## src/hdl/asc_pkg.sv

```systemverilog
package asc_pkg;

  // ==========================================================
  // Widths
  // ==========================================================
  localparam int AW = 8;
  localparam int DW = 16;
  localparam int SW = 12;

  // ==========================================================
  // Device register map (word index on the control port)
  // ==========================================================
  localparam logic [7:0] A_CONFIG = 8'h00;
  localparam logic [7:0] A_LINK = 8'h01;
  localparam logic [7:0] A_OUTMODE = 8'h02;
  localparam logic [7:0] A_SYNC = 8'h03;
  localparam logic [7:0] A_CALEN = 8'h04;
  localparam logic [7:0] A_CALCFG = 8'h05;
  localparam logic [7:0] A_CALTRIG = 8'h06;
  localparam logic [7:0] A_OVR = 8'h07;
  localparam logic [7:0] A_OVRTHR = 8'h08;
  localparam logic [7:0] A_CHAN = 8'h09;
  localparam logic [7:0] A_PAT = 8'h0A;
  localparam logic [7:0] A_STATUS = 8'h0B;

  // ==========================================================
  // Field positions
  // ==========================================================
  localparam int B_SOFT_RST = 0;
  localparam int B_DEMUX = 0;
  localparam int B_ALIGN = 1;
  localparam int B_PATSYNC = 2;
  localparam int B_CAL_BG = 0;
  localparam int B_CAL_OFS = 1;
  localparam int B_ST_LINK = 0;
  localparam int B_ST_CALBUSY = 1;
  localparam int B_ST_CALDONE = 2;
  localparam int B_ST_OVR = 3;

  // ==========================================================
  // Reset values
  // ==========================================================
  localparam logic [11:0] RST_OVR_THR = 12'hFC0;
  localparam logic [11:0] RST_PAT = 12'hA5A;
  localparam logic [2:0] RST_OUT_MODE = 3'h0;

  // ==========================================================
  // Cycle counts
  // ==========================================================
  localparam logic [7:0] LINK_INIT_CYC = 8'h10;
  localparam logic [7:0] CAL_RUN_CYC = 8'h40;
  localparam logic [7:0] CAL_OFS_CYC = 8'h20;
  localparam logic [7:0] SYNC_PAT_CYC = 8'h08;

  // ==========================================================
  // State encodings
  // ==========================================================
  typedef enum logic [1:0] {
    LK_OFF = 2'b00,
    LK_INIT = 2'b01,
    LK_RUN = 2'b11
  } asc_link_t;

  typedef enum logic [1:0] {
    CL_IDLE = 2'b00,
    CL_RUN = 2'b01,
    CL_DONE = 2'b11
  } asc_cal_t;

  typedef enum logic [1:0] {
    HS_IDLE = 2'b00,
    HS_REQ = 2'b01,
    HS_NEXT = 2'b11,
    HS_WCLK = 2'b10
  } asc_hseq_t;

  // ==========================================================
  // Host APB map and startup sequence
  // ==========================================================
  localparam logic [7:0] HA_CMD = 8'h00;
  localparam logic [7:0] HA_STAT = 8'h04;
  localparam logic [7:0] HA_SYNC = 8'h08;
  localparam logic [7:0] HA_SETUP = 8'h0C;
  localparam logic [7:0] HA_START = 8'h10;
  localparam int B_CMD_WE = 31;
  localparam logic [3:0] SEQ_LAST = 4'hB;

endpackage

```

## src/hdl/asc_cfg_if.sv

```systemverilog
`timescale 1ns/1ps
`default_nettype none

interface asc_cfg_if;
  logic req;
  logic we;
  logic [asc_pkg::AW-1:0] addr;
  logic [asc_pkg::DW-1:0] wdata;
  logic ack;
  logic [asc_pkg::DW-1:0] rdata;
  logic single_ended_sync_in;
  logic timestamp_diff_in;

  modport dev (
    input req, we, addr, wdata, single_ended_sync_in, timestamp_diff_in,
    output ack, rdata
  );

  modport host (
    output req, we, addr, wdata, single_ended_sync_in, timestamp_diff_in,
    input ack, rdata
  );
endinterface

`default_nettype wire

```

## src/hdl/asc_dev.sv

```systemverilog
`timescale 1ns/1ps
`default_nettype none

// How it works
// - Host resets or powers device before configuring
// - Host applies stable sampling clock first
// - Link enable zero halts output link machine
// - Calibration enable zero halts calibration machine
// - Host programs output bus mode while halted
// - Sync source selects single-ended or timestamp
// - Host picks calibration mode and offset
// - Calibration enable one restarts calibration machine
// - Host may then enable overrange detection
// - Link enable one starts link, receiver trains
// - Sync on running link emits strobe/pattern
// - Trigger zero then one starts calibration run
// - Dual-edge enable one selects single-channel mode
// - Demux one spreads data over four buses
// - Alignment zero gives staggered bus updates
// - Channel mode change needs no clock change
// - Soft reset bit returns device to reset
module asc_dev (
  input wire logic i_ref_clk,
  input wire logic i_rst_n,
  asc_cfg_if.dev ifc,
  input wire logic [asc_pkg::SW-1:0] i_samp_a,
  input wire logic [asc_pkg::SW-1:0] i_samp_b,
  output logic [4*asc_pkg::SW-1:0] o_bus,
  output logic [3:0] o_strobe,
  output logic o_overrange,
  output logic o_link_up,
  output logic o_cal_busy
);

  // ==========================================================
  // State
  // ==========================================================
  typedef struct packed {
    logic link_en;
    logic [2:0] out_mode;
    logic sync_sel;
    logic cal_en;
    logic [1:0] cal_cfg;
    logic trig;
    logic overrange_enable;
    logic [11:0] ovr_thr;
    logic des;
    logic [11:0] pat;
    asc_pkg::asc_link_t lk;
    logic [7:0] lk_cnt;
    asc_pkg::asc_cal_t cl;
    logic [7:0] cl_cnt;
    logic cal_done;
    logic sync_d;
    logic [7:0] pat_cnt;
    logic [1:0] stb_cnt;
    logic phase;
    logic [11:0] pa;
    logic [11:0] pb;
    logic ack;
    logic [15:0] rdata;
    logic [47:0] bus;
    logic [3:0] stb;
    logic ovr;
    logic link_up;
    logic cal_busy;
  } asc_dev_st_t;

  localparam asc_dev_st_t RST_ST = '{
    out_mode: asc_pkg::RST_OUT_MODE,
    ovr_thr: asc_pkg::RST_OVR_THR,
    pat: asc_pkg::RST_PAT,
    lk: asc_pkg::LK_OFF,
    cl: asc_pkg::CL_IDLE,
    default: '0
  };

  asc_dev_st_t s;
  asc_dev_st_t n;
  logic wr;
  logic sync_now;
  logic sync_rise;
  logic trig_rise;
  logic [7:0] cal_len;

  // ==========================================================
  // Read decode
  // ==========================================================
  function automatic logic [15:0] rd(input asc_dev_st_t st, input logic [7:0] a);
    logic [15:0] v;
    v = 16'h0000;
    case (a)
      asc_pkg::A_LINK: v[0] = st.link_en;
      asc_pkg::A_OUTMODE: v[2:0] = st.out_mode;
      asc_pkg::A_SYNC: v[0] = st.sync_sel;
      asc_pkg::A_CALEN: v[0] = st.cal_en;
      asc_pkg::A_CALCFG: v[1:0] = st.cal_cfg;
      asc_pkg::A_CALTRIG: v[0] = st.trig;
      asc_pkg::A_OVR: v[0] = st.overrange_enable;
      asc_pkg::A_OVRTHR: v[11:0] = st.ovr_thr;
      asc_pkg::A_CHAN: v[0] = st.des;
      asc_pkg::A_PAT: v[11:0] = st.pat;
      asc_pkg::A_STATUS: begin
        v[asc_pkg::B_ST_LINK] = st.link_up;
        v[asc_pkg::B_ST_CALBUSY] = st.cal_busy;
        v[asc_pkg::B_ST_CALDONE] = st.cal_done;
        v[asc_pkg::B_ST_OVR] = st.ovr;
      end
      default: v = 16'h0000;
    endcase
    return v;
  endfunction

  // Settings that shape the link may only change while the link is halted,
  // and calibration settings only while calibration is halted. A write that
  // breaks this is acknowledged but leaves the register as it was.
  function automatic logic wr_ok(input asc_dev_st_t st, input logic [7:0] a);
    logic ok;
    ok = 1'b1;
    case (a)
      asc_pkg::A_OUTMODE, asc_pkg::A_SYNC, asc_pkg::A_PAT: ok = !st.link_en;
      asc_pkg::A_CALCFG: ok = !st.cal_en;
      asc_pkg::A_CHAN: ok = !st.link_en && !st.cal_en;
      default: ok = 1'b1;
    endcase
    return ok;
  endfunction

  // ==========================================================
  // Next state
  // ==========================================================
  always_comb begin
    n = s;
    wr = ifc.req & ~s.ack & ifc.we;
    sync_now = s.sync_sel ? ifc.timestamp_diff_in : ifc.single_ended_sync_in;
    sync_rise = sync_now & ~s.sync_d;
    n.sync_d = sync_now;
    n.ack = ifc.req & ~s.ack;
    n.rdata = (ifc.req & ~s.ack & ~ifc.we) ? rd(s, ifc.addr) : s.rdata;

    if (wr && wr_ok(s, ifc.addr)) begin
      case (ifc.addr)
        asc_pkg::A_LINK: n.link_en = ifc.wdata[0];
        asc_pkg::A_OUTMODE: n.out_mode = ifc.wdata[2:0];
        asc_pkg::A_SYNC: n.sync_sel = ifc.wdata[0];
        asc_pkg::A_CALEN: n.cal_en = ifc.wdata[0];
        asc_pkg::A_CALCFG: n.cal_cfg = ifc.wdata[1:0];
        asc_pkg::A_CALTRIG: n.trig = ifc.wdata[0];
        asc_pkg::A_OVR: n.overrange_enable = ifc.wdata[0];
        asc_pkg::A_OVRTHR: n.ovr_thr = ifc.wdata[11:0];
        asc_pkg::A_CHAN: n.des = ifc.wdata[0];
        asc_pkg::A_PAT: n.pat = ifc.wdata[11:0];
        default: n.link_en = n.link_en;
      endcase
    end

    // Calibration machine.
    trig_rise = n.trig & ~s.trig;
    cal_len = s.cal_cfg[asc_pkg::B_CAL_OFS] ?
      8'(asc_pkg::CAL_RUN_CYC + asc_pkg::CAL_OFS_CYC) : asc_pkg::CAL_RUN_CYC;
    case (s.cl)
      asc_pkg::CL_IDLE: begin
        if (n.cal_en && trig_rise) begin
          n.cl = asc_pkg::CL_RUN;
          n.cl_cnt = cal_len - 8'h01;
          n.cal_done = 1'b0;
        end
      end
      asc_pkg::CL_RUN: begin
        if (s.cl_cnt == 8'h00) begin
          n.cl = asc_pkg::CL_DONE;
          n.cal_done = 1'b1;
        end else begin
          n.cl_cnt = s.cl_cnt - 8'h01;
        end
      end
      asc_pkg::CL_DONE: begin
        // Background mode keeps re-running; foreground waits for a trigger.
        if (s.cal_cfg[asc_pkg::B_CAL_BG] || trig_rise) begin
          n.cl = asc_pkg::CL_RUN;
          n.cl_cnt = cal_len - 8'h01;
        end
      end
      default: n.cl = asc_pkg::CL_IDLE;
    endcase
    if (!n.cal_en) begin
      n.cl = (s.cl == asc_pkg::CL_DONE) ? asc_pkg::CL_DONE : asc_pkg::CL_IDLE;
    end
    n.cal_busy = (n.cl == asc_pkg::CL_RUN);

    // Output link machine.
    case (s.lk)
      asc_pkg::LK_OFF: begin
        if (n.link_en) begin
          n.lk = asc_pkg::LK_INIT;
          n.lk_cnt = asc_pkg::LINK_INIT_CYC - 8'h01;
        end
      end
      asc_pkg::LK_INIT: begin
        if (s.lk_cnt == 8'h00) begin
          n.lk = asc_pkg::LK_RUN;
        end else begin
          n.lk_cnt = s.lk_cnt - 8'h01;
        end
      end
      asc_pkg::LK_RUN: n.lk = asc_pkg::LK_RUN;
      default: n.lk = asc_pkg::LK_OFF;
    endcase
    if (!n.link_en) begin
      n.lk = asc_pkg::LK_OFF;
    end
    n.link_up = (n.lk == asc_pkg::LK_RUN);

    // Data path. Samples a and b are the two channels in dual-channel mode
    // and the rising/falling edge samples of one channel in dual-edge mode,
    // so the lane map is the same and the clock rate never changes.
    n.phase = ~s.phase;
    n.pa = i_samp_a;
    n.pb = i_samp_b;
    n.stb = 4'h0;
    n.bus = 48'h0;
    n.ovr = s.overrange_enable && ((i_samp_a >= s.ovr_thr) || (i_samp_b >= s.ovr_thr));
    if (s.lk == asc_pkg::LK_INIT) begin
      // Training: toggling strobes give the receiver an edge to lock onto.
      n.stb = {4{s.phase}};
    end else if (s.lk == asc_pkg::LK_RUN) begin
      if (sync_rise) begin
        n.stb_cnt = 2'h0;
        if (s.out_mode[asc_pkg::B_PATSYNC]) begin
          n.pat_cnt = asc_pkg::SYNC_PAT_CYC;
        end
      end else begin
        n.stb_cnt = s.stb_cnt + 2'h1;
      end
      n.stb = (s.stb_cnt == 2'h0) ? 4'hF : 4'h0;
      if (!s.out_mode[asc_pkg::B_DEMUX]) begin
        n.bus = {24'h0, i_samp_b, i_samp_a};
      end else if (s.out_mode[asc_pkg::B_ALIGN]) begin
        n.bus = s.phase ? {i_samp_b, i_samp_a, s.pb, s.pa} : s.bus;
      end else begin
        n.bus = s.bus;
        if (s.phase) begin
          n.bus[47:24] = {i_samp_b, i_samp_a};
        end else begin
          n.bus[23:0] = {i_samp_b, i_samp_a};
        end
      end
      if (s.pat_cnt != 8'h00) begin
        n.bus = {4{s.pat}};
        n.pat_cnt = s.pat_cnt - 8'h01;
      end
    end

    // Soft reset restores every setting; the bus answer and last read data survive.
    if (wr && ifc.addr == asc_pkg::A_CONFIG && ifc.wdata[asc_pkg::B_SOFT_RST]) begin
      n = RST_ST;
      n.ack = 1'b1;
      n.rdata = s.rdata;
    end
  end

  always_ff @(posedge i_ref_clk or negedge i_rst_n) begin
    if (!i_rst_n) begin
      s <= RST_ST;
    end else begin
      s <= n;
    end
  end

  // ==========================================================
  // Outputs
  // ==========================================================
  assign ifc.ack = s.ack;
  assign ifc.rdata = s.rdata;
  assign o_bus = s.bus;
  assign o_strobe = s.stb;
  assign o_overrange = s.ovr;
  assign o_link_up = s.link_up;
  assign o_cal_busy = s.cal_busy;

endmodule // asc_dev

`default_nettype wire

```

## src/flat_wrapper.sv

```systemverilog
// flat-port wrapper written by rule: the top's interface ports become plain ports
module asc_dev_flat 
  (i_ref_clk, i_rst_n, i_samp_a, i_samp_b, o_bus, o_strobe, o_overrange, o_link_up, o_cal_busy, ifc_req, ifc_we, ifc_addr, ifc_wdata, ifc_single_ended_sync_in, ifc_timestamp_diff_in, ifc_ack, ifc_rdata);
  asc_cfg_if ifc_i ();
  input wire logic i_ref_clk;
  input wire logic i_rst_n;
  input wire logic [asc_pkg::SW-1:0] i_samp_a;
  input wire logic [asc_pkg::SW-1:0] i_samp_b;
  output logic [4*asc_pkg::SW-1:0] o_bus;
  output logic [3:0] o_strobe;
  output logic o_overrange;
  output logic o_link_up;
  output logic o_cal_busy;
  input wire logic [$bits(ifc_i.req)-1:0] ifc_req;
  input wire logic [$bits(ifc_i.we)-1:0] ifc_we;
  input wire logic [$bits(ifc_i.addr)-1:0] ifc_addr;
  input wire logic [$bits(ifc_i.wdata)-1:0] ifc_wdata;
  input wire logic [$bits(ifc_i.single_ended_sync_in)-1:0] ifc_single_ended_sync_in;
  input wire logic [$bits(ifc_i.timestamp_diff_in)-1:0] ifc_timestamp_diff_in;
  output wire logic [$bits(ifc_i.ack)-1:0] ifc_ack;
  output wire logic [$bits(ifc_i.rdata)-1:0] ifc_rdata;
  assign ifc_i.req = ifc_req;
  assign ifc_i.we = ifc_we;
  assign ifc_i.addr = ifc_addr;
  assign ifc_i.wdata = ifc_wdata;
  assign ifc_i.single_ended_sync_in = ifc_single_ended_sync_in;
  assign ifc_i.timestamp_diff_in = ifc_timestamp_diff_in;
  assign ifc_ack = ifc_i.ack;
  assign ifc_rdata = ifc_i.rdata;
  asc_dev u_core (.i_ref_clk(i_ref_clk), .i_rst_n(i_rst_n), .ifc(ifc_i), .i_samp_a(i_samp_a), .i_samp_b(i_samp_b), .o_bus(o_bus), .o_strobe(o_strobe), .o_overrange(o_overrange), .o_link_up(o_link_up), .o_cal_busy(o_cal_busy));
endmodule
```

## config.mk

```make
export PLATFORM = sky130hd
export DESIGN_NAME = asc_dev_flat
export DESIGN_NICKNAME = d
export VERILOG_FILES = /design/src/hdl/asc_pkg.sv /design/src/hdl/asc_cfg_if.sv /design/src/hdl/asc_dev.sv /design/src/flat_wrapper.sv
export SDC_FILE = /design/constraint.sdc
export NUM_CORES = 1
export LEC_CHECK = 0
export BUFFER_PORTS_ARGS = -buffer_cell sky130_fd_sc_hd__buf_2
export CAP_MARGIN = 0
export CELL_PAD_IN_SITES_DETAIL_PLACEMENT = 1
export CELL_PAD_IN_SITES_GLOBAL_PLACEMENT = 1
export CORE_ASPECT_RATIO = 1.5
export CORE_MARGIN = 5
export CORE_UTILIZATION = 48
export DETAILED_ROUTE_END_ITERATION = 7
export PLACE_DENSITY = 0.95
export SLEW_MARGIN = 15
export SYNTH_ARGS = -nofsm -noshare
export SYNTH_HDL_FRONTEND = slang
export SYNTH_SLANG_ARGS = --single-unit
```

## constraint.sdc

```tcl
create_clock -name i_ref_clk -period 5 [get_ports i_ref_clk]
set_input_delay 0.5 -clock i_ref_clk [delete_from_list [all_inputs] [get_ports i_ref_clk]]
set_output_delay 0.5 -clock i_ref_clk [all_outputs]
set_load 0.02 [all_outputs]
```

==> summary.txt, run 1 <==
Die
  – Core Box Area: ~18000 sq um
  – Boundary pin count: around 130
  – Site Rows: 60
  – Die ar.: ~21000 sq um
  – Die X-Extent: 120.6 microns
  – Die H: 175.9 microns
  – Initial Util: 0.4888

Clock network
  – CTS tree: done
  – Root Buffer Master: clkbuf_16
  – Hold_buf cts: 0
  – Post CTS Setup Buffer Count: 0
  – H-tree Lvls: 4
  – Sink Count: 157
  – TritonCTS buffer count: 17
  – Post-CTS sizing: 0
  – Clk slew on worst S/H paths: 0.07 ns
  – Skew-Pair Late Insertion Delay: approximately 0.43 ns
  – Longest Clk Path Bufs: 2

Setup path
  – Critical path class: reg -> reg
  – Critical Path RT: roughly 5.3 ns
  – Slowest CP cell: nor3_4
  – Worst path max stage delay: 0.75 ns
  – Worst reg2reg endpoint: u_core.o_bus[4]
  – Critical Path, Cell by Cell: and3b_1 > nand4_1 > nand2_1 > nor3_4 > buf_4 > a311oi_1 > a21o_1
  – Crit path capture type: flop
  – Reg2Reg Launch Point: u_core.ifc.ack
  – Critical Path Source Type: flop
  – R2r worst-path depth: 7
  – Critical path arrival: 3.17 ns
  – Crit-path max FO: 18
  – Reg2reg setup slack: around 2.2 ns

Timing
  – Total Neg Setup Slack: 0 ns
  – Maximum clock rate: 351.7 MHz
  – Setup violations, final: 0
  – Max_slew headroom: 0.2510
  – RSZ-0062 raised after global routing: no
  – Fin Hold WS: 0.07733 ns
  – Fin crit period: 2.843 ns
  – Layout Skew: around 0.0087 ns
  – Crit share post-route: 0.5687
  – Slew Limit Fails: 0
  – Slew @ Worst Pin: ~1.1 ns
  – Final hold violation count: 0

Synthesis
  – EDFF count, synth: 0
  – Async S/R FF share, synth: 1.000
  – Prevailing post-synth register cell: dfrtp_1
  – Seq/Total Area, Yosys: 0.4478
  – YS warnings: 0
  – Count of cell types in the netlist: 81
  – Syn avg cell area: 9.369 sq um
  – Cells after Synth: 940
  – Post-synthesis cell area: between 8000 and 9000 sq um
  – Synth Register Bits: between 150 and 200

Global routing
  – Vias in the first global route: 8186
  – Total global-route track usage: 0.2672
  – GRT overflow: 0
  – Initial antenna violation count: 0
  – Largest net degree at the start of global routing: between 70 and 80
  – First-pass GRT wire length: 44330 microns

Power
  – Total Power Consumption: between 3000 and 4000 uW
  – Peak VDD IR: 0.0002288 V
  – Leak Pwr: about 0.0047 uW
  – Pwr dens: roughly 360 nW/um^2

Detailed routing
  – Routed wire length: approximately 28000 microns
  – DRT Pass-1 Iters: 5
  – Vias per cell: ~6.2
  – WL/cell: around 23 microns
  – Antenna Violating Nets Remaining: 0
  – Via Count: ~7500
  – DRC Markers: 0
  – Iter 0 DRT Violations: 650

Finish
  – Fill cell count: approximately 2100
  – Fin nets: 1049
  – Antenna diodes: 0
  – Layout cells sized above 1: 0.2104
  – Commonest non-fill, non-tap cells in the layout: dfrtp_1 (145), buf_2 (116), nor2_1 (89), a21oi_1 (70), nand2_1 (47)
  – Final core utilization: 0.5309
  – Synth-to-layout area growth: 8.609%
  – Commonest non-fill, non-tap cell in the layout: dfrtp_1

Run status
  – Status: complete, no violations

Placement
  – DP HPWL: between 15000 and 20000 microns
  – Placer's final routability congestion estimate: approximately 0.86
  – Buffers added on ports: approximately 120

Hold path
  – Worst hold-check path type: in -> async

Flow run
  – Maxcap violations: 0
-- layout make-up --
type	instances	area, sq um	share of cell area
Tap cell	217	271.5	0.02838
Inverter	45	168.9	0.01766
Clock inverter	15	153.9	0.01609
Timing Repair Buffer	127	666.9	0.06972
Sequential cell	157	3944	0.4123
Multi-Input combinational cell	618	3935	0.4114
Clock buffer	17	425.4	0.04447
-- registers in the layout (all words and copies together), names as in the netlist --
name and cells:
u_core.ifc.ack 1, u_core.ifc.rdata 12, u_core.o_bus 48, u_core.o_cal_busy 1, u_core.o_link_up 1, u_core.o_overrange 1
u_core.o_strobe 1, u_core.s 92
-- cells in the mapped netlist, types with 20 or more instances --
| library cell | instances | area, sq um |
|---|---|---|
| o21ai_0 | 40 | 200.2 |
| ha_1 | 29 | 362.9 |
| nand2_1 | 47 | 176.4 |
| a21oi_1 | 70 | 350.3 |
| dfrtp_1 | 145 | 3628 |
| clkbuf_1 | 24 | 90.09 |
| nor3_1 | 33 | 165.2 |
| buf_2 | 20 | 100.1 |
| inv_1 | 45 | 168.9 |
| a21o_1 | 38 | 285.3 |
| nand3_1 | 43 | 215.2 |
| nor2_1 | 89 | 334.1 |
| buf_4 | 77 | 578.1 |
-- routing by layer --
layer,share of wire,global-route usage
met5,0,0
met4,0.075,0.1905
met3,0.050,0.05541
met2,0.51,0.4656
met1,0.36,0.2839
-- power breakdown --
part | leakage (uW) | total [uW] | internal, uW | switching, uW
combinational | 0.00244 | 636 | 229 | 407
clock | 0.000281 | 1300 | 704 | 598
sequential | 0.00199 | 1510 | 1390 | 122
-- cell families after synthesis --
family                   Yosys count  share of synthesized area
AND/OR/NAND/NOR                  301                     0.1776
AO/OA/AOI/OAI                    269                     0.2074
buffers and inverters            168                     0.1074
flip-flops                       157                     0.4478
adder cells (fa/ha/maj)           29                    0.04120
multiplexers                      12                    0.01520
XOR/XNOR                           3                   0.002984
other                              1                  0.0004258
-- worst max-delay path by stage --
stage / from / end / slack, ns / depth (start not counted)
2_1_floorplan: u_core.s[119] / u_core.s[120] / 3.01 / 8
4_1_cts: u_core.ifc.ack / u_core.o_bus[4] / 2.15 / 7
6_report: u_core.ifc.ack / u_core.o_bus[4] / 2.16 / 7
3_5_place_dp: ifc_we / u_core.o_bus[4] / 1.90 / 8
5_1_grt: u_core.ifc.ack / u_core.o_bus[22] / 1.99 / 7
3_3_place_gp: ifc_we / u_core.o_bus[4] / 1.99 / 8
-- worst max-delay path, delay by kind of cell (launching register included) --
family,cells,cell delay (ns)
AO/OA/AOI/OAI,2,0.28
buffers and inverters,1,0.32
flip-flops,1,0.36
AND/OR/NAND/NOR,4,1.77
-- metrics by stage --
| step | cells | instance area, sq um | setup WS, ns |
|---|---|---|---|
| after floorplan | 943 | 8818 | 3.006 |
| after global placement | 1164 | 8986 | 1.987 |
| after detailed placement | 1164 | 8986 | 1.902 |
| after CTS | 1196 | 9565 | 2.148 |
| after global routing | 1196 | 9565 | 1.989 |
| final | 1196 | 9565 | 2.157 |
(Power assumes the default switching activity.)
==> run 2: changes to the inputs <==
--- a/config.mk
+++ b/config.mk
@@ -5,15 +5,16 @@
 export SDC_FILE = /design/constraint.sdc
 export NUM_CORES = 1
 export LEC_CHECK = 0
+export ABC_AREA = 1
 export BUFFER_PORTS_ARGS = -buffer_cell sky130_fd_sc_hd__buf_2
 export CAP_MARGIN = 0
 export CELL_PAD_IN_SITES_DETAIL_PLACEMENT = 1
 export CELL_PAD_IN_SITES_GLOBAL_PLACEMENT = 1
 export CORE_ASPECT_RATIO = 1.5
 export CORE_MARGIN = 5
-export CORE_UTILIZATION = 48
+export CORE_UTILIZATION = 40
 export DETAILED_ROUTE_END_ITERATION = 7
-export PLACE_DENSITY = 0.95
+export PLACE_DENSITY = 0.89
 export SLEW_MARGIN = 15
 export SYNTH_ARGS = -nofsm -noshare
 export SYNTH_HDL_FRONTEND = slang
==> constraint.sdc (replaced) <==
create_clock -name i_ref_clk -period 2.4 [get_ports i_ref_clk]
set_input_delay 0.24 -clock i_ref_clk [delete_from_list [all_inputs] [get_ports i_ref_clk]]
set_output_delay 0.24 -clock i_ref_clk [all_outputs]
set_load 0.02 [all_outputs]
==> summary.txt, run 2 <==
Run status
  – Status: complete, no violations

Power
  – Peak VDD IR: 0.0005331 V (+130%)
  – Seq pwr share: 0.385 (-0.054)
  – Switching Power: 3196 uW (+180%)
  – Leak Pwr: 0.005618 uW (+19%)
  – Switching Fraction: 0.3606 (+0.03391)
  – Pint: 5668 uW (+140%)
  – Clock group share of total power: 0.317 (-0.060)
  – Combinational cell fraction of total power: 0.298 (+0.114)
  – Pwr dens: 855.8 nW/um^2 (+140%)

Setup path
  – Crit-path max FO: 8 (-10)
  – WP depth: 11 (+4)
  – Worst path max stage delay: 0.37 ns (-0.38 ns)
  – Critical Path, Cell by Cell: inv_1 > ha_1 > inv_1 > nor4_2 > nand2_1 > inv_1 > buf_4 > o21ai_0 > buf_4 > a21oi_1 > mux2_4
  – Reg2Reg Launch Point: u_core.s[99]
  – Launch point of the critical path: u_core.s[99]
  – R2r worst-path depth: 11 (+4)
  – Critical path class: reg -> reg
  – Critical Path RT: 2.78 ns (-2.55 ns)
  – Slowest CP cell: dfrtp_1
  – Critical path arrival: 2.67 ns (-0.50 ns)
  – Critical Path Source Type: flop
  – Crit path capture type: flop
  – Critical path's top delay family: buffers and inverters
  – Buffers & Inverters on Critical Path: 5 (+4)
  – Crit path top cell by count: inv_1

Global routing
  – Vias in the first global route: 8506 (+3.9%)
  – Total global-route track usage: 0.2301 (-0.03710)
  – Largest net degree at the start of global routing: 55 (-24%)
  – First-pass GRT wire length: 46690 microns (+5.3%)
  – Initial antenna violation count: 0 (unchanged)
  – GRT overflow: 0 (unchanged)

Clock network
  – Longest Clk Path Bufs: 2 (unchanged)
  – TritonCTS buffer count: 17 (unchanged)
  – Root Buffer Master: clkbuf_16
  – H-tree Lvls: 4 (unchanged)
  – Skew-Pair Late Insertion Delay: 0.44 ns (about the same)
  – Clk slew on worst S/H paths: 0.06 ns (about the same)
  – Sink Count: 157 (unchanged)
  – Post CTS Setup Buffer Count: 0 (unchanged)
  – CTS tree: done

Synthesis
  – Largest cells by area after synthesis: dfrtp_1 (39%), nand2_1 (7.1%), buf_4 (5.6%), mux2_4 (5.4%), inv_1 (5.0%)
  – Most common cell in the netlist: nand2_1
  – Count of cell types in the netlist: 60 (-26%)
  – Post-synthesis cell area: 9219 sq um (+4.7%)
  – Largest family of logic cells by synthesized area: simple AND/OR/NAND/NOR gates
  – Top cell type's share of synthesized area: 0.3936 (-0.01840)
  – Seq/Total Area, Yosys: 0.4278 (-0.02000)
  – Post-synthesis xor/xnor area fraction: 0.003800 (+0.0008168)
  – Post-synth top cells: nand2_1 (174), dfrtp_1 (145), inv_1 (123)
  – Synth Register Bits: 157 (unchanged)
  – Adder-Cell Fraction of Synth Area: 0.03936 (-0.001840)
  – Post-Synth Simple-Gate Area: 0.1863 (+0.008764)
  – Async S/R FF share, synth: 1.000 (unchanged)
  – Synth Area in Compound Gates: 0.1372 (-0.07020)
  – Prevailing post-synth register cell: dfrtp_1
  – Syn avg cell area: 8.755 sq um (-6.6%)
  – EDFF count, synth: 0 (unchanged)
  – YS warnings: 0 (unchanged)
  – Cells after Synth: 1053 (+12%)
  – Area leader, netlist: dfrtp_1
  – Mux contribution to synthesized area: 0.07315 (+0.05795)

Finish
  – Register area: 3944 sq um (unchanged)
  – Synth-to-layout area growth: 12.36%
  – Top reg by flops: u_core.s
  – Final core utilization: 0.4526 (-0.07830)
  – Area of the multi-input gates: 4089 sq um (+3.9%)
  – Commonest non-fill, non-tap cells in the layout: nand2_1 (174), dfrtp_1 (145), inv_1 (123), buf_2 (116), nor2_1 (104)
  – Fill cell count: 2722 (+31%)
  – Layout Cells excl Fill: 1418 (+19%)
  – Commonest non-fill, non-tap cell in the layout: nand2_1
  – Fin nets: 1208 (+15%)
  – Layout cells sized above 1: 0.2627 (+0.05232)
  – Max FFs per register: 92 (unchanged)
  – Antenna diodes: 0 (unchanged)

Die
  – Site Rows: 68 (+13%)
  – Die X-Extent: 134.0 microns (+11%)
  – Die H: 195.9 microns (+11%)
  – Initial Util: 0.4028 (-0.08602)
  – Boundary pin count: 126 (unchanged)
  – Die ar.: 26250 sq um (+24%)
  – Core Box Area: 22890 sq um (+27%)

Timing
  – Final hold violation count: 0 (unchanged)
  – Fin crit period: 2.283 ns (-0.5602 ns)
  – Crit share post-route: 0.9513 (+0.3826)
  – Max_slew headroom: 0.5326 (+0.2816)
  – Slew Limit Fails: 0 (unchanged)
  – RSZ-0062 raised after global routing: yes
  – Slew @ Worst Pin: 0.6958 ns (-0.4244 ns)
  – Maximum clock rate: 438.0 MHz (+25%)
  – Setup violations, final: 0 (unchanged)
  – Layout Skew: 0.01336 ns (+0.004655 ns)

Detailed routing
  – DRT Pass-1 Iters: 5 (unchanged)
  – Antenna Violating Nets Remaining: 0 (unchanged)
  – Via Count: 7911 (+5.9%)
  – Vias per cell: 5.579 (-11%)
  – Iter 0 DRT Violations: 513 (-21%)
  – Routed wire length: 30060 microns (+8.6%)
  – DRC Markers: 0 (unchanged)
  – WL/cell: 21.20 microns (-8.4%)

Placement
  – DP HPWL: 22130 microns (+18%)
  – Buffers added on ports: 117 (unchanged)
  – Placer's final routability congestion estimate: 0.9155 (+6.7%)
  – Cell count after placement: 1385 (+19%)

Flow run
  – Maxcap violations: 0 (unchanged)

Hold path
  – Hold Path Cell Cnt: 3
  – Worst hold-check path type: in -> reg
  – Hold path start: ifc_wdata[9]
## run 2: metal layers
layer / part of all wire / track usage
met1: 0.35 / 0.2385
met2: 0.54 / 0.4217
met3: 0.049 / 0.03925
met4: 0.066 / 0.1502
met5: 0 / 0
## run 2: repair_timing
action                     CTS  global route
setup endpoints to repair    0            59
hold endpoints to repair    41             0
resized for setup            0             4
hold buffers                 1             0
## run 2: final cells by class
class	count	area share
clock buffers	18	0.04143
clock inverters	14	0.01631
inverters	138	0.05097
multi-input cells	665	0.3947
flip-flops and latches	157	0.3807
well taps	280	0.03382
repair buffers	146	0.08201
## run 2: tightest hold or removal path, stage by stage
cell and delay [ns]:
buf_2 0.09, inv_1 0.07, a21oi_1 0.06
## run 2: per-stage QoR
stage          instance area [sq um]  power [uW]  TNS, ns  worst slack [ns]  hold slack, ns
2_1_floorplan                   9230        5412        0            0.3348        -0.05559
3_3_place_gp                    9732        5901        0            0.1674          0.2125
3_5_place_dp                    9732        6064        0           0.05429          0.2179
4_1_cts                        10340        8902        0           0.06022         0.02072
5_1_grt                        10360        9353  -0.1616          -0.03299         0.04011
6_report                       10360        8865        0            0.1168         0.03040
## run 2: final timing paths
check	endpoint	slack, ns
setup / recovery	u_core.o_bus[20]	0.12
hold / removal	u_core.s[138]	0.03
setup reg to reg	u_core.o_bus[20]	0.12
hold reg to reg	u_core.ifc.ack	0.48
max in group asynchronous	u_core.s[129]	1.28
min in group asynchronous	u_core.ifc.rdata[10]	0.31
## run 2: cell families after synthesis
kind of cell               Yosys count
xor gates and xnor gates             4
adders and majority gates           29
DFF                                157
muxes                               49
other                                1
and+or+nand+nor                    370
buffers and inverters              234
AOI/OAI and AO/OA                  209
## run 2: power groups by stage
stage / combinational (uW) / clock (uW) / sequential (uW)
detailed placement: 2620 / 0 / 3450
CTS: 2650 / 2840 / 3410
global route: 2920 / 2980 / 3450
floorplan: 2060 / 0 / 3350
finish: 2650 / 2810 / 3410
global placement: 2470 / 0 / 3430
==> run 3: changes to the inputs <==
--- a/config.mk
+++ b/config.mk
@@ -14,7 +14,7 @@
 export CORE_MARGIN = 5
 export CORE_UTILIZATION = 40
 export DETAILED_ROUTE_END_ITERATION = 7
-export PLACE_DENSITY = 0.89
+export PLACE_DENSITY_LB_ADDON = 0.1
 export SLEW_MARGIN = 15
 export SYNTH_ARGS = -nofsm -noshare
 export SYNTH_HDL_FRONTEND = slang
==> constraint.sdc (replaced) <==
create_clock -name i_ref_clk -period 1.95 [get_ports i_ref_clk]
set_input_delay 0.195 -clock i_ref_clk [delete_from_list [all_inputs] [get_ports i_ref_clk]]
set_output_delay 0.195 -clock i_ref_clk [all_outputs]
set_load 0.02 [all_outputs]
==> summary.txt, run 3 (same netlist as run 2, synthesis figures left out) <==
Global routing
  – Largest net degree at the start of global routing: 55 (unchanged)
  – GRT overflow: 0 (unchanged)
  – Vias in the first global route: 8407 (-1.2%)
  – Total global-route track usage: 0.2274 (-0.002732)
  – Initial antenna violation count: 0 (unchanged)
  – First-pass GRT wire length: 46200 microns (-1.0%)

Finish
  – Layout cells sized above 1: 0.3465 (+0.08372)
  – Final instance area: 11410 sq um (+10%)
  – Antenna diodes: 0 (unchanged)
  – Max FFs per register: 92 (unchanged)
  – Top reg by flops: u_core.s
  – Commonest non-fill, non-tap cell in the layout: nand2_1
  – Final core utilization: 0.4985 (+0.04587)
  – Layout Cells excl Fill: 1524 (+7.5%)
  – Commonest non-fill, non-tap cells in the layout: nand2_1 (169), dfrtp_1 (145), buf_2 (116), inv_1 (115), buf_4 (113)
  – Fin nets: 1314 (+8.8%)
  – Synth-to-layout area growth: 23.75%

Clock network
  – Skew-Pair Late Insertion Delay: 0.44 ns (about the same)
  – Sink Count: 157 (unchanged)
  – CTS tree: done
  – Root Buffer Master: clkbuf_16
  – H-tree Lvls: 4 (unchanged)
  – TritonCTS buffer count: 17 (unchanged)
  – Clk slew on worst S/H paths: 0.06 ns (about the same)
  – Longest Clk Path Bufs: 2 (unchanged)

Timing
  – Total Neg Setup Slack: -0.07960 ns (-0.07960 ns)
  – RSZ-0062 raised after global routing: yes
  – Maximum clock rate: 509.5 MHz (+16%)
  – Layout Skew: 0.008156 ns (-0.005204 ns)
  – Slew @ Worst Pin: 0.5758 ns (-0.1200 ns)
  – Max_slew headroom: 0.6162 (+0.08359)
  – Setup violations, final: 12 (+12)
  – Final hold violation count: 0 (unchanged)
  – Fin Hold WS: 0.01170 ns (-0.01870 ns)
  – Worst setup margin: -0.01290 ns (-0.1297 ns)
  – Crit share post-route: 1.007 (+0.05530)
  – Fin crit period: 1.963 ns (-0.3203 ns)
  – Slew Limit Fails: 0 (unchanged)

Setup path
  – Slowest CP cell: dfrtp_1
  – Crit-path max FO: 24 (+16)
  – Critical path class: reg -> reg
  – Critical Path, Cell by Cell: inv_2 > ha_4 > inv_4 > nor4_4 > nand2_4 > nor2_4 > o2111ai_4 > buf_12 > mux2_4
  – Worst path max stage delay: 0.37 ns (about the same)
  – Critical Path Source Type: flop
  – Crit path capture type: flop
  – Critical Path RT: 2.27 ns (-0.51 ns)
  – Critical path arrival: 2.28 ns (-0.39 ns)

Die
  – Site Rows: 68 (unchanged)
  – Die H: 195.9 microns (unchanged)
  – Core Box Area: 22890 sq um (unchanged)
  – Die ar.: 26250 sq um (unchanged)
  – Initial Util: 0.4028 (unchanged)
  – Die X-Extent: 134.0 microns (unchanged)
  – Boundary pin count: 126 (unchanged)

Placement
  – Placer's final routability congestion estimate: 0.8537 (-6.8%)
  – Cell count after placement: 1468 (+6.0%)
  – DP HPWL: 22460 microns (+1.5%)
  – Buffers added on ports: 117 (unchanged)
  – Dpl cell area: 10430 sq um (+7.2%)

Detailed routing
  – Via Count: 7791 (-1.5%)
  – Routed wire length: 29410 microns (-2.2%)
  – WL/cell: 19.30 microns (-9.0%)
  – Antenna Violating Nets Remaining: 0 (unchanged)
  – Iter 0 DRT Violations: 285 (-44%)
  – DRC Markers: 0 (unchanged)
  – DRT Pass-1 Iters: 4 (-1)
  – Vias per cell: 5.112 (-8.4%)

Run status
  – Failing checks: setup timing
  – Status: finished with violations

Power
  – Combinational cell fraction of total power: 0.353 (+0.055)
  – Seq pwr share: 0.366 (-0.019)
  – Switching Power: 4149 uW (+30%)
  – Pint: 7378 uW (+30%)
  – Clock group share of total power: 0.281 (-0.036)
  – Switching Fraction: 0.3599 (-0.0006472)
  – Pwr dens: 1010 nW/um^2 (+18%)
  – Leak Pwr: 0.006172 uW (+9.9%)
  – Peak VDD IR: 0.0006467 V (+21%)

Flow run
  – Maxcap violations: 0 (unchanged)

Hold path
  – Worst hold-check path type: in -> reg
run 3: cell count changes in the layout (fill, tap and decap cells not counted), moves of 4 or more:
| cell | previous run | this run |
|---|---|---|
| buf_4 | 25 | 113 |
| inv_1 | 123 | 115 |
| nor2_1 | 104 | 97 |
| buf_6 | 1 | 7 |
| buf_12 | 3 | 8 |
| nand2_1 | 174 | 169 |
| nor2_2 | 7 | 12 |
| inv_2 | 12 | 16 |
run 3: worst paths after layout:
kind                       slack (ns)  depth (start not counted)               end           from
hold reg to reg                  0.48                          2     u_core.s[121]  u_core.s[121]
max in group asynchronous        1.00                          3  u_core.o_bus[36]        i_rst_n
min in group asynchronous        0.28                          2   u_core.o_bus[9]        i_rst_n
setup / recovery                -0.01                          9   u_core.o_bus[8]   u_core.s[99]
setup reg to reg                -0.01                          9   u_core.o_bus[8]   u_core.s[99]
hold / removal                   0.01                          3     u_core.s[138]   ifc_wdata[9]
run 3: area by class of cell:
| cell class | count | area [sq um] |
|---|---|---|
| fillers | 2715 | 11480 |
| multi-input cells | 668 | 4263 |
| flip-flops and latches | 157 | 3944 |
| inverters | 138 | 540.5 |
| repair buffers | 248 | 1738 |
| well taps | 280 | 350.3 |
| repair inverters | 1 | 7.507 |
| clock inverters | 9 | 87.58 |
| clock buffers | 23 | 478.0 |
run 3: what timing repair did:
action / 4_1_cts / 5_1_grt
buffers inserted: 6 / 11
endpoints found under the setup margin: 55 / 75
hold endpoints to repair: 38 / 0
gates resized for setup: 17 / 39
pin swaps: 3 / 10
gates cloned: 4 / 2
hold buffers: 2 / 0
run 3: power groups by stage:
stage / combinational (uW) / sequential (uW) / clock [uW]
after global routing: 4560 / 4290 / 3470
final: 4070 / 4220 / 3240
after global placement: 3600 / 4230 / 0
after floorplan: 2540 / 4130 / 0
after detailed placement: 3680 / 4240 / 0
after CTS: 3790 / 4200 / 3310
run 3: critical path: cells and delay by family (launching register included):
family | cells | cell delay [ns]
compound gates | 1 | 0.13
simple gates | 3 | 0.54
fa+ha+maj | 1 | 0.15
buf+inv | 3 | 0.32
mux | 1 | 0.31
flops | 1 | 0.37
run 3: through the flow:
stage / worst slack (ns) / power, uW
5_1_grt: -0.1112 / 12320
3_3_place_gp: -0.1814 / 7825
3_5_place_dp: -0.2165 / 7917
2_1_floorplan: 0.02206 / 6671
6_report: -0.01290 / 11530
4_1_cts: -0.005085 / 11290
run 3: metal layers:
layer / vias to the layer above / track usage / routed length [microns]
li1: 3755 / - / -
met1: 3839 / 0.2415 / 10920
met2: 143 / 0.4401 / 16430
met3: 54 / 0.03130 / 879
met4: 0 / 0.09836 / 1173
met5: - / 0 / 0
